`config.mk`:
```
export PLATFORM = sky130hd
export DESIGN_NAME = period_timer
export DESIGN_NICKNAME = d
export VERILOG_FILES = /design/src/hw/timer_pkg.sv /design/src/hw/timer_prescaler.sv /design/src/hw/timer_counter.sv /design/src/hw/period_timer.sv
export SDC_FILE = /design/constraint.sdc
export NUM_CORES = 1
export LEC_CHECK = 0
export BUFFER_PORTS_ARGS = -buffer_cell sky130_fd_sc_hd__buf_2
export CAP_MARGIN = 20
export CORE_ASPECT_RATIO = 1.2
export CORE_MARGIN = 2
export CORE_UTILIZATION = 55
export DETAILED_ROUTE_END_ITERATION = 10
export PLACE_DENSITY_LB_ADDON = 0.08
export SETUP_SLACK_MARGIN = 0.2
export SLEW_MARGIN = 15
export SYNTH_ARGS = -nofsm -noshare
export SYNTH_HDL_FRONTEND = slang
export SYNTH_SLANG_ARGS = --single-unit
export TNS_END_PERCENT = 20
```
`constraint.sdc`:
```
create_clock -name pclk -period 2.9 [get_ports pclk]
set_input_delay 0.435 -clock pclk [delete_from_list [all_inputs] [get_ports pclk]]
set_output_delay 0.435 -clock pclk [all_outputs]
set_load 0.02 [all_outputs]
```
`src/hw/timer_pkg.sv`:
```
// Package for the down-counting period timer: register map, field
// positions, reset values, carrier types and the address decode helper.
// Assumes a 32-bit APB3 slave with an 8-bit byte address.
package timer_pkg;

  localparam int unsigned CNT_W = 16;
  localparam int unsigned PSC_W = 4;
  localparam int unsigned ADDR_W = 8;
  localparam int unsigned DATA_W = 32;

  // Byte offsets of the word registers
  localparam logic [ADDR_W-1:0] OFF_CTRL = 8'h00;
  localparam logic [ADDR_W-1:0] OFF_PERIOD = 8'h04;
  localparam logic [ADDR_W-1:0] OFF_COUNT = 8'h08;
  localparam logic [ADDR_W-1:0] OFF_IRQ_STAT = 8'h0c;
  localparam logic [ADDR_W-1:0] OFF_IRQ_MASK = 8'h10;

  // Control register fields
  localparam int unsigned CTRL_RATIO_LSB = 0;
  localparam int unsigned CTRL_STOP_BIT = 4;
  localparam int unsigned CTRL_RELOAD_BIT = 5;
  localparam int unsigned CTRL_PSC_LSB = 8;

  // Interrupt status and mask field
  localparam int unsigned IRQ_EVENT_BIT = 0;

  // Reset values
  localparam logic [PSC_W-1:0] RST_RATIO = 4'h0;
  localparam logic RST_STOP = 1'b0;
  localparam logic [CNT_W-1:0] RST_PERIOD = 16'hffff;
  localparam logic [CNT_W-1:0] RST_COUNT = 16'hffff;
  localparam logic [PSC_W-1:0] RST_PSC = 4'h0;
  localparam logic RST_MASK = 1'b0;

  // Software-owned timer configuration
  typedef struct packed {
    logic stop;
    logic [PSC_W-1:0] ratio;
  } ctrl_cfg_t;

  // One APB request as seen by the slave
  typedef struct packed {
    logic sel;
    logic en;
    logic wr;
    logic [ADDR_W-1:0] addr;
    logic [DATA_W-1:0] wdata;
  } apb_req_t;

  function automatic logic reg_hit(input logic [ADDR_W-1:0] addr,
                                   input logic [ADDR_W-1:0] off);
    reg_hit = (addr == off);
  endfunction : reg_hit

endpackage : timer_pkg

```
`src/hw/timer_prescaler.sv`:
```
// Prescaler of the period timer: counts down once per clock while running
// and emits a tick on each borrow. Assumes ratio and load come from the
// register block in the same clock domain.
`timescale 1ns/10ps
module timer_prescaler
  import timer_pkg::*;
(
  input wire logic pclk,
  input wire logic presetn,
  input wire logic run,
  input wire logic load,
  input wire logic [PSC_W-1:0] ratio,
  output logic [PSC_W-1:0] psc_q,
  output logic tick
);

  logic [PSC_W-1:0] psc_d;

  // Borrow happens when a running prescaler sits at zero
  assign tick = run & ~load & (psc_q == '0);

  always_comb begin
    psc_d = psc_q;
    if (load) begin
      psc_d = ratio;
    end else if (run) begin
      psc_d = (psc_q == '0) ? ratio : psc_q - 1'b1;
    end
  end

  always_ff @(posedge pclk or negedge presetn) begin
    if (!presetn) begin
      psc_q <= RST_PSC;
    end else begin
      psc_q <= psc_d;
    end
  end
endmodule : timer_prescaler

```
`src/hw/timer_counter.sv`:
```
// Main 16-bit down counter of the period timer with period reload on
// borrow. Assumes one decrement request per prescaler tick.
`timescale 1ns/10ps
module timer_counter
  import timer_pkg::*;
#(
  parameter int unsigned WIDTH = CNT_W
) (
  input wire logic pclk,
  input wire logic presetn,
  input wire logic dec,
  input wire logic load,
  input wire logic [WIDTH-1:0] load_val,
  input wire logic [WIDTH-1:0] period,
  output logic [WIDTH-1:0] cnt_q,
  output logic borrow
);

  logic [WIDTH-1:0] cnt_d;

  // A software load takes the cycle; the decrement it displaces is lost
  assign borrow = dec & ~load & (cnt_q == '0);

  always_comb begin
    cnt_d = cnt_q;
    if (load) begin
      cnt_d = load_val;
    end else if (dec) begin
      cnt_d = (cnt_q == '0) ? period : cnt_q - 1'b1;
    end
  end

  always_ff @(posedge pclk or negedge presetn) begin
    if (!presetn) begin
      cnt_q <= WIDTH'(RST_COUNT);
    end else begin
      cnt_q <= cnt_d;
    end
  end
endmodule : timer_counter

```
`src/hw/period_timer.sv`:
```
// Down-counting period timer with APB3 register access and interrupt.
// Assumes a single clock pclk, an APB3 master, and that software clears
// sticky interrupt status by writing ones.
//
// Overview of operation
// - Counter register holds present 16-bit count
// - Period register holds 16-bit reload value
// - Counter borrow reloads count from period
// - Reload control bit copies period into counter
// - Control sets divide ratio and run/stop
// - Control register shows prescaler current count
// - Reset: ratio zero, timer running
// - Reset: period register all ones
// - Reset: counter register all ones
//
// Our own choices: register access over APB and the register offsets.
`timescale 1ns/10ps
module period_timer
  import timer_pkg::*;
(
  input wire logic pclk,
  input wire logic presetn,
  input wire logic psel,
  input wire logic penable,
  input wire logic pwrite,
  input wire logic [ADDR_W-1:0] paddr,
  input wire logic [DATA_W-1:0] pwdata,
  output logic [DATA_W-1:0] prdata,
  output logic pready,
  output logic pslverr,
  output logic timer_event,
  output logic irq
);

  apb_req_t req;
  ctrl_cfg_t cfg_q;
  ctrl_cfg_t cfg_d;
  logic [CNT_W-1:0] period_q;
  logic [CNT_W-1:0] period_d;
  logic [CNT_W-1:0] count_reg;
  logic [PSC_W-1:0] psc_cnt;
  logic stat_q;
  logic stat_d;
  logic mask_q;
  logic mask_d;
  logic event_q;
  logic event_d;
  logic irq_q;
  logic irq_d;
  logic [DATA_W-1:0] prdata_q;
  logic [DATA_W-1:0] prdata_d;
  logic err_q;
  logic err_d;
  logic setup;
  logic wr_fire;
  logic hit_any;
  logic reload_req;
  logic cnt_wr;
  logic cnt_load;
  logic [CNT_W-1:0] cnt_load_val;
  logic tick;
  logic borrow;
  logic first_q;

  assign req = '{sel: psel, en: penable, wr: pwrite, addr: paddr, wdata: pwdata};

  // Bus phases; the slave never stalls, so every access ends in one cycle
  assign setup = req.sel & ~req.en;
  assign wr_fire = req.sel & req.en & req.wr;
  assign pready = req.sel & req.en;
  assign pslverr = req.sel & req.en & err_q;
  assign prdata = prdata_q;
  assign timer_event = event_q;
  assign irq = irq_q;

  assign hit_any = reg_hit(req.addr, OFF_CTRL) | reg_hit(req.addr, OFF_PERIOD) |
                   reg_hit(req.addr, OFF_COUNT) | reg_hit(req.addr, OFF_IRQ_STAT) |
                   reg_hit(req.addr, OFF_IRQ_MASK);

  // Reload and count writes share the load path; they are different
  // addresses, so they can never collide in one cycle
  assign reload_req = wr_fire & reg_hit(req.addr, OFF_CTRL) &
                      req.wdata[CTRL_RELOAD_BIT];
  assign cnt_wr = wr_fire & reg_hit(req.addr, OFF_COUNT);
  assign cnt_load = reload_req | cnt_wr;
  assign cnt_load_val = reload_req ? period_q : req.wdata[CNT_W-1:0];

  // The ratio is taken before it is registered, so a reload bit
  // starts the prescaler from the ratio written in that same word
  timer_prescaler u_prescaler (
    .pclk(pclk),
    .presetn(presetn),
    .run(~cfg_q.stop),
    .load(reload_req),
    .ratio(cfg_d.ratio),
    .psc_q(psc_cnt),
    .tick(tick)
  );

  timer_counter #(
    .WIDTH(CNT_W)
  ) u_counter (
    .pclk(pclk),
    .presetn(presetn),
    .dec(tick),
    .load(cnt_load),
    .load_val(cnt_load_val),
    .period(period_q),
    .cnt_q(count_reg),
    .borrow(borrow)
  );

  // Register writes and the interrupt path
  always_comb begin
    cfg_d = cfg_q;
    period_d = period_q;
    mask_d = mask_q;
    stat_d = stat_q;
    if (wr_fire && reg_hit(req.addr, OFF_CTRL)) begin
      cfg_d.ratio = req.wdata[CTRL_RATIO_LSB +: PSC_W];
      cfg_d.stop = req.wdata[CTRL_STOP_BIT];
    end
    if (wr_fire && reg_hit(req.addr, OFF_PERIOD)) begin
      period_d = req.wdata[CNT_W-1:0];
    end
    if (wr_fire && reg_hit(req.addr, OFF_IRQ_MASK)) begin
      mask_d = req.wdata[IRQ_EVENT_BIT];
    end
    if (wr_fire && reg_hit(req.addr, OFF_IRQ_STAT) && req.wdata[IRQ_EVENT_BIT]) begin
      stat_d = 1'b0;
    end
    // A borrow in the clearing cycle still sets the flag
    if (borrow) begin
      stat_d = 1'b1;
    end
    event_d = borrow;
    irq_d = stat_d & mask_d;
  end

  // Read data is captured in the setup cycle so it leaves a flip-flop
  always_comb begin
    prdata_d = prdata_q;
    err_d = err_q;
    if (setup) begin
      err_d = ~hit_any;
      prdata_d = '0;
      if (!req.wr) begin
        unique case (1'b1)
          reg_hit(req.addr, OFF_CTRL): begin
            prdata_d[CTRL_RATIO_LSB +: PSC_W] = cfg_q.ratio;
            prdata_d[CTRL_STOP_BIT] = cfg_q.stop;
            prdata_d[CTRL_PSC_LSB +: PSC_W] = psc_cnt;
          end
          reg_hit(req.addr, OFF_PERIOD): prdata_d[CNT_W-1:0] = period_q;
          reg_hit(req.addr, OFF_COUNT): prdata_d[CNT_W-1:0] = count_reg;
          reg_hit(req.addr, OFF_IRQ_STAT): prdata_d[IRQ_EVENT_BIT] = stat_q;
          reg_hit(req.addr, OFF_IRQ_MASK): prdata_d[IRQ_EVENT_BIT] = mask_q;
          default: prdata_d = '0;
        endcase
      end
    end
  end

  always_ff @(posedge pclk or negedge presetn) begin
    if (!presetn) begin
      cfg_q <= '{stop: RST_STOP, ratio: RST_RATIO};
      period_q <= RST_PERIOD;
      mask_q <= RST_MASK;
      stat_q <= 1'b0;
      event_q <= 1'b0;
      irq_q <= 1'b0;
      prdata_q <= '0;
      err_q <= 1'b0;
    end else begin
      cfg_q <= cfg_d;
      period_q <= period_d;
      mask_q <= mask_d;
      stat_q <= stat_d;
      event_q <= event_d;
      irq_q <= irq_d;
      prdata_q <= prdata_d;
      err_q <= err_d;
    end
  end

  // Marks the cycle before the first edge after reset release
  always_ff @(posedge pclk or negedge presetn) begin
    if (!presetn) begin
      first_q <= 1'b1;
    end else begin
      first_q <= 1'b0;
    end
  end
endmodule : period_timer

```
* Yosys cells after proc, flatten, opt, wreduce, memory -nomap -nowiden *
Index checks and enable logic that the tools add are counted.

word-level totals
  flip-flop bits (word level) = 78
  input port bits = 45
  output and inout port bits = 36
  logic and storage cells = 66

operators by class
  add/subtract/negate cells = 2
  eq/ne operators = 5
  muxes and demuxes = 17
  bitwise gates (word level) = 22
  reductions and logical operators = 9

operator list
  kind                                                number
  2-to-1 mux 16 bit                                   5
  one-hot mux 4 bit (3 select lines)                  2
  == test 8 x 4 -> 1 bit, second input constant       2
  zero test 16 bit                                    1
  2-to-1 mux 4 bit                                    4
  subtractor 16 x 1 -> 16 bit, second input constant  1
  AND 1 bit                                           12
  == test 8 x 3 -> 1 bit, second input constant       1
  == test 8 x 5 -> 1 bit, second input constant       1
  zero test 8 bit                                     1
  one-hot mux 4 bit (2 select lines)                  1
  one-hot mux 3 bit (2 select lines)                  1
  logical AND 1 bit                                   5
  inverter 1 bit                                      5
  OR 1 bit                                            5
  one-hot mux 1 bit (5 select lines)                  1
  zero test 4 bit                                     1
  subtractor 4 x 1 -> 4 bit, second input constant    1
  2-to-1 mux 1 bit                                    3
  != test 2 x 1 -> 1 bit, second input constant       1
  nonzero test 2 bit                                  1

* Logic depth before layout (Yosys ltp) *
  depth after elaboration = 11
  mapped depth = 11

* Cells and area by module *
Synthesis repeated with hierarchy kept, for this count alone.

second synthesis, totals
  cells, all modules = 398
  area, all modules = 3,903.7 um^2

modules (own cells, without submodules)
  module           instances  cells an instance  area an instance (um^2)  seq. area each (um^2)
  period_timer     1          209                2,323.5                  1,071.0
  timer_counter    1          157                1,303.8                  420.4
  timer_prescaler  1          32                 276.5                    100.1

* Worst setup path after synthesis *
OpenSTA, ideal clock, no wires.

  path kind = input -> register
  start point = input paddr[4]
  end point = register u_prescaler.psc_q[1]
  setup time = 0.126 ns
  data arrival time = 2.321 ns
  required time = 2.774 ns
  setup slack = 0.453 ns
  cell stages on the path = 9
  cells stage by stage = or4_1 buf_2 nor4_2 buf_2 and2_1 buf_2 o22ai_1 o311a_1 a311o_1

on the way
  cells in the longest elaborated chain, start to end = 6

RTL lines
  what                  RTL line               source
  start, declared       period_timer.sv:26     input wire logic [ADDR_W-1:0] paddr,
  zero test 8 bit (*)   timer_pkg.sv:52        reg_hit = (addr == off);
  logical AND 1 bit     period_timer.sv:119    if (wr_fire && reg_hit(req.addr, OFF_CTRL)) begin
  2-to-1 mux 4 bit      period_timer.sv:119
  2-to-1 mux 4 bit      timer_prescaler.sv:27  psc_d = (psc_q == '0) ? ratio : psc_q - 1'b1;
  2-to-1 mux 4 bit      timer_prescaler.sv:26  end else if (run) begin
  2-to-1 mux 4 bit      timer_prescaler.sv:24  if (load) begin
  end signal, assigned  timer_prescaler.sv:35  psc_q <= psc_d;
  end, declared         timer_prescaler.sv:13  output logic [PSC_W-1:0] psc_q,

Every way passes the cells marked *; elsewhere a longest branch is shown, timed or not. The select of a mux whose other input is x is not followed.
A chain may end at the register's enable or synchronous reset.

* Worst setup path in the final report *
  start point = register u_counter.cnt_q[13]
  end point = register u_counter.cnt_q[0]

on the way
  cells in the longest elaborated chain, start to end = 4

RTL lines
  what                    RTL line             source
  start, declared         timer_counter.sv:15  output logic [WIDTH-1:0] cnt_q,
  start signal, assigned  timer_counter.sv:35  cnt_q <= WIDTH'(RST_COUNT);
  start signal, assigned  timer_counter.sv:37  cnt_q <= cnt_d;
  zero test 16 bit        timer_counter.sv:29  cnt_d = (cnt_q == '0) ? period : cnt_q - 1'b1;
  2-to-1 mux 16 bit       timer_counter.sv:29
  2-to-1 mux 16 bit       timer_counter.sv:28  end else if (dec) begin
  2-to-1 mux 16 bit       timer_counter.sv:26  if (load) begin

No other way between the ends. The select of a mux whose other input is x is not followed.

==> metrics.txt <==
clock skew=0.00548 ns; Num CTS Buffers=9; Net Switching=525 uW; vias per cell=6.16; DIE HEIGHT=93.6 um; htree depth=3; Yosys top cell by area=dfstp_2; nature of the critical path endpoint=flop; syn avg cell area=9.48 um2; Area Growth Syn to Fin=14.3%; Core Region=0.00645 mm2; Synth async-reset ratio=100%; Final Critical Period=2.50 ns; leading register cell type out of synthesis=dfstp_2; Resize count post-CTS=0; Mapped Area=0.00368 mm2; Ys Warns=0; Slew headroom=51.4%; Clk network pwr share=41.3%; layout cells sized above 1=32.0%; Final Cell Area=0.00421 mm2; Cell variety after synth=57; Clock Tree Buf Depth=2; max-slew violations=0; pin count of the biggest net entering global routing=33; CP arrival=2.79 ns; clock sink count=62; ranking of synthesized cells by area=dfstp_2, dfrtp_1, mux2_2; Worst Path Max Fanout=18; Detailed Route WL=9870 um; antenna violations before repair=0; # Post-CTS Setup Buffers=0; kind of critical path=reg2reg; RSZ-0062 raised after global routing=false; Root Buffer=clkbuf_8; gpl congestion=0.950; Final Cycle Share=86.3%; run status=finished, final reports clean; vias in the first global route=3031; share of the synthesized area in the top cell type=22.8%; Worst Tran Pin Value=0.729 ns; Reg clk slew, reported paths=0.07 ns; Total Routing Usage GR=28.5%; EDFF count, synth=0; Synth Register Bits=62; fmax=0.400 GHz; Final Hold Fails=0; later-pin clock latency in the skew report=0.35 ns; Worst R2R Start=u_counter.cnt_q[13]$_DFFE_PN1P_; Post-Synthesis Cells=388; HPWL Detailed=7110 um; Antenna Cells=0; Critical Path RT=3.18 ns; Placement Cell Area=0.00400 mm2; drt first pass iters=5; Cell Int Power=1450 uW; worst r2r dst=u_counter.cnt_q[0]$_DFFE_PN1P_; Startpoint Class=flop; # rows=32; CTS tree=built; first-pass GRT wire length=15700 um; die width=78.7 um; sequential power share=48.2%; Remaining DRCs=0; register area share after synthesis=43.3%; Final #Nets=490; CTS Hold Bufs=0; most frequent cells in the layout=buf_2, nand2_1, o21ai_0, dfstp_2, dfrtp_1; Wirelength per Cell=18.6 um; total gr overflow=0; post-route core utilization=65.3%; TNS Setup=0 ns; leakage=0.00185 uW; r2r setup slk=0.40 ns; worst-case vdd ir drop=0.349 mV; Reg2Reg Depth=6; Max Cap Violations=0; Starting Density=57.1%; Vias=3276; IO Count=81; final setup vio count=0; DR iter-0 viols=213; HP Class=in2async; Comb pwr share=10.6%; commonest non-fill, non-tap cell in the layout=buf_2; remaining antenna violation count after routing=0; switching portion of total power=26.6%; P per Cell Area=469 mW/mm2; Die Area=0.00736 mm2; IO Port Bufs=48
-- state kept, by name, indices dropped and copies added, names as in the netlist --
register,count
timer_event,1
stat_q,1
u_prescaler.psc_q,4
prdata,16
irq,1
cfg_q,5
u_counter.cnt_q,16
mask_q,1
period_q,16
err_q,1
-- worst max path at each step --
stage                                    startpoint                          endpoint  cells after the start
CTS                  u_counter.cnt_q[2]$_DFFE_PN1P_    u_counter.cnt_q[0]$_DFFE_PN1P_                      6
global placement                           paddr[4]    u_counter.cnt_q[1]$_DFFE_PN1P_                      9
floorplan                                  paddr[4]  u_prescaler.psc_q[1]$_DFFE_PN0P_                      9
global route         u_counter.cnt_q[2]$_DFFE_PN1P_    u_counter.cnt_q[1]$_DFFE_PN1P_                      6
detailed placement                         paddr[4]    u_counter.cnt_q[1]$_DFFE_PN1P_                      9
finish              u_counter.cnt_q[13]$_DFFE_PN1P_    u_counter.cnt_q[0]$_DFFE_PN1P_                      6
-- final cells by class --
class                   instances  area [um2]
clock buffers                  13         169
inverters                       9        33.8
clock inverters                 3        42.5
flip-flops and latches         62        1590
repair buffers                 66         388
well taps                      85         106
fillers                       560        2240
multi-input cells             294        1880
-- cells by family (layout without fill, tap and decap cells) --
family / after synthesis / in the layout / synth area share (%)
muxes: 32 / 32 / 9.49
buffers and inverters: 47 / 91 / 7.28
AOI/OAI and AO/OA: 112 / 112 / 20.6
DFF: 62 / 62 / 43.3
and+or+nand+nor: 129 / 129 / 17.8
xor gates and xnor gates: 2 / 2 / 0.476
other: 1 / 16 / 0.102
adders and majority gates: 3 / 3 / 1.02
-- metal layers --
metal  routed length, um  share of wire, %  track usage (%)
met5                   0                 0                0
met4                 408               4.1             17.0
met3                 907               9.2             6.47
met2                4490                45             43.4
met1                4070                41             37.0
-- per-stage QoR --
stage	cells	hold slack (ns)	total power [uW]	worst slack [ns]
6_report	532	0.134	1970	0.398
5_1_grt	532	0.194	2050	0.251
4_1_cts	532	0.160	1980	0.403
3_5_place_dp	516	0.465	1170	0.294
3_3_place_gp	516	0.455	1160	0.285
2_1_floorplan	403	0.139	1090	0.453
-- power groups by stage --
| stage | logic [uW] | registers, uW | clock network (uW) |
|---|---|---|---|
| after floorplan | 152 | 941 | 0 |
| after global placement | 201 | 960 | 0 |
| after detailed placement | 209 | 961 | 0 |
| after CTS | 209 | 947 | 822 |
| after global routing | 237 | 952 | 857 |
| final | 208 | 950 | 814 |
-- synth_stat cells, types with 4 or more instances --
| master | count |
|---|---|
| or4_1 | 4 |
| and2_1 | 6 |
| o211ai_1 | 5 |
| mux2_2 | 23 |
| or3_1 | 6 |
| a21o_1 | 4 |
| nor3_1 | 18 |
| dfstp_2 | 32 |
| mux2i_1 | 9 |
| nand2b_1 | 6 |
| buf_4 | 16 |
| buf_2 | 7 |
| o21a_1 | 5 |
| clkbuf_1 | 11 |
| a222oi_1 | 9 |
| and3_1 | 5 |
| o21ai_1 | 4 |
| inv_1 | 9 |
| nor2_1 | 16 |
| nand3_1 | 10 |
| o22ai_1 | 5 |
| o21ai_0 | 32 |
| nand2_1 | 45 |
| a21oi_1 | 15 |
| a22oi_1 | 7 |
| dfrtp_1 | 30 |
-- worst max-delay path: stages, from the launching register on --
cell	delay [ns]
dfstp_2	0.40
or4_1	0.53
or3_1	0.37
or2_1	0.50
o21ai_2	0.32
nand2_1	0.08
o221a_1	0.23
Power figures use the tool's default switching activity.
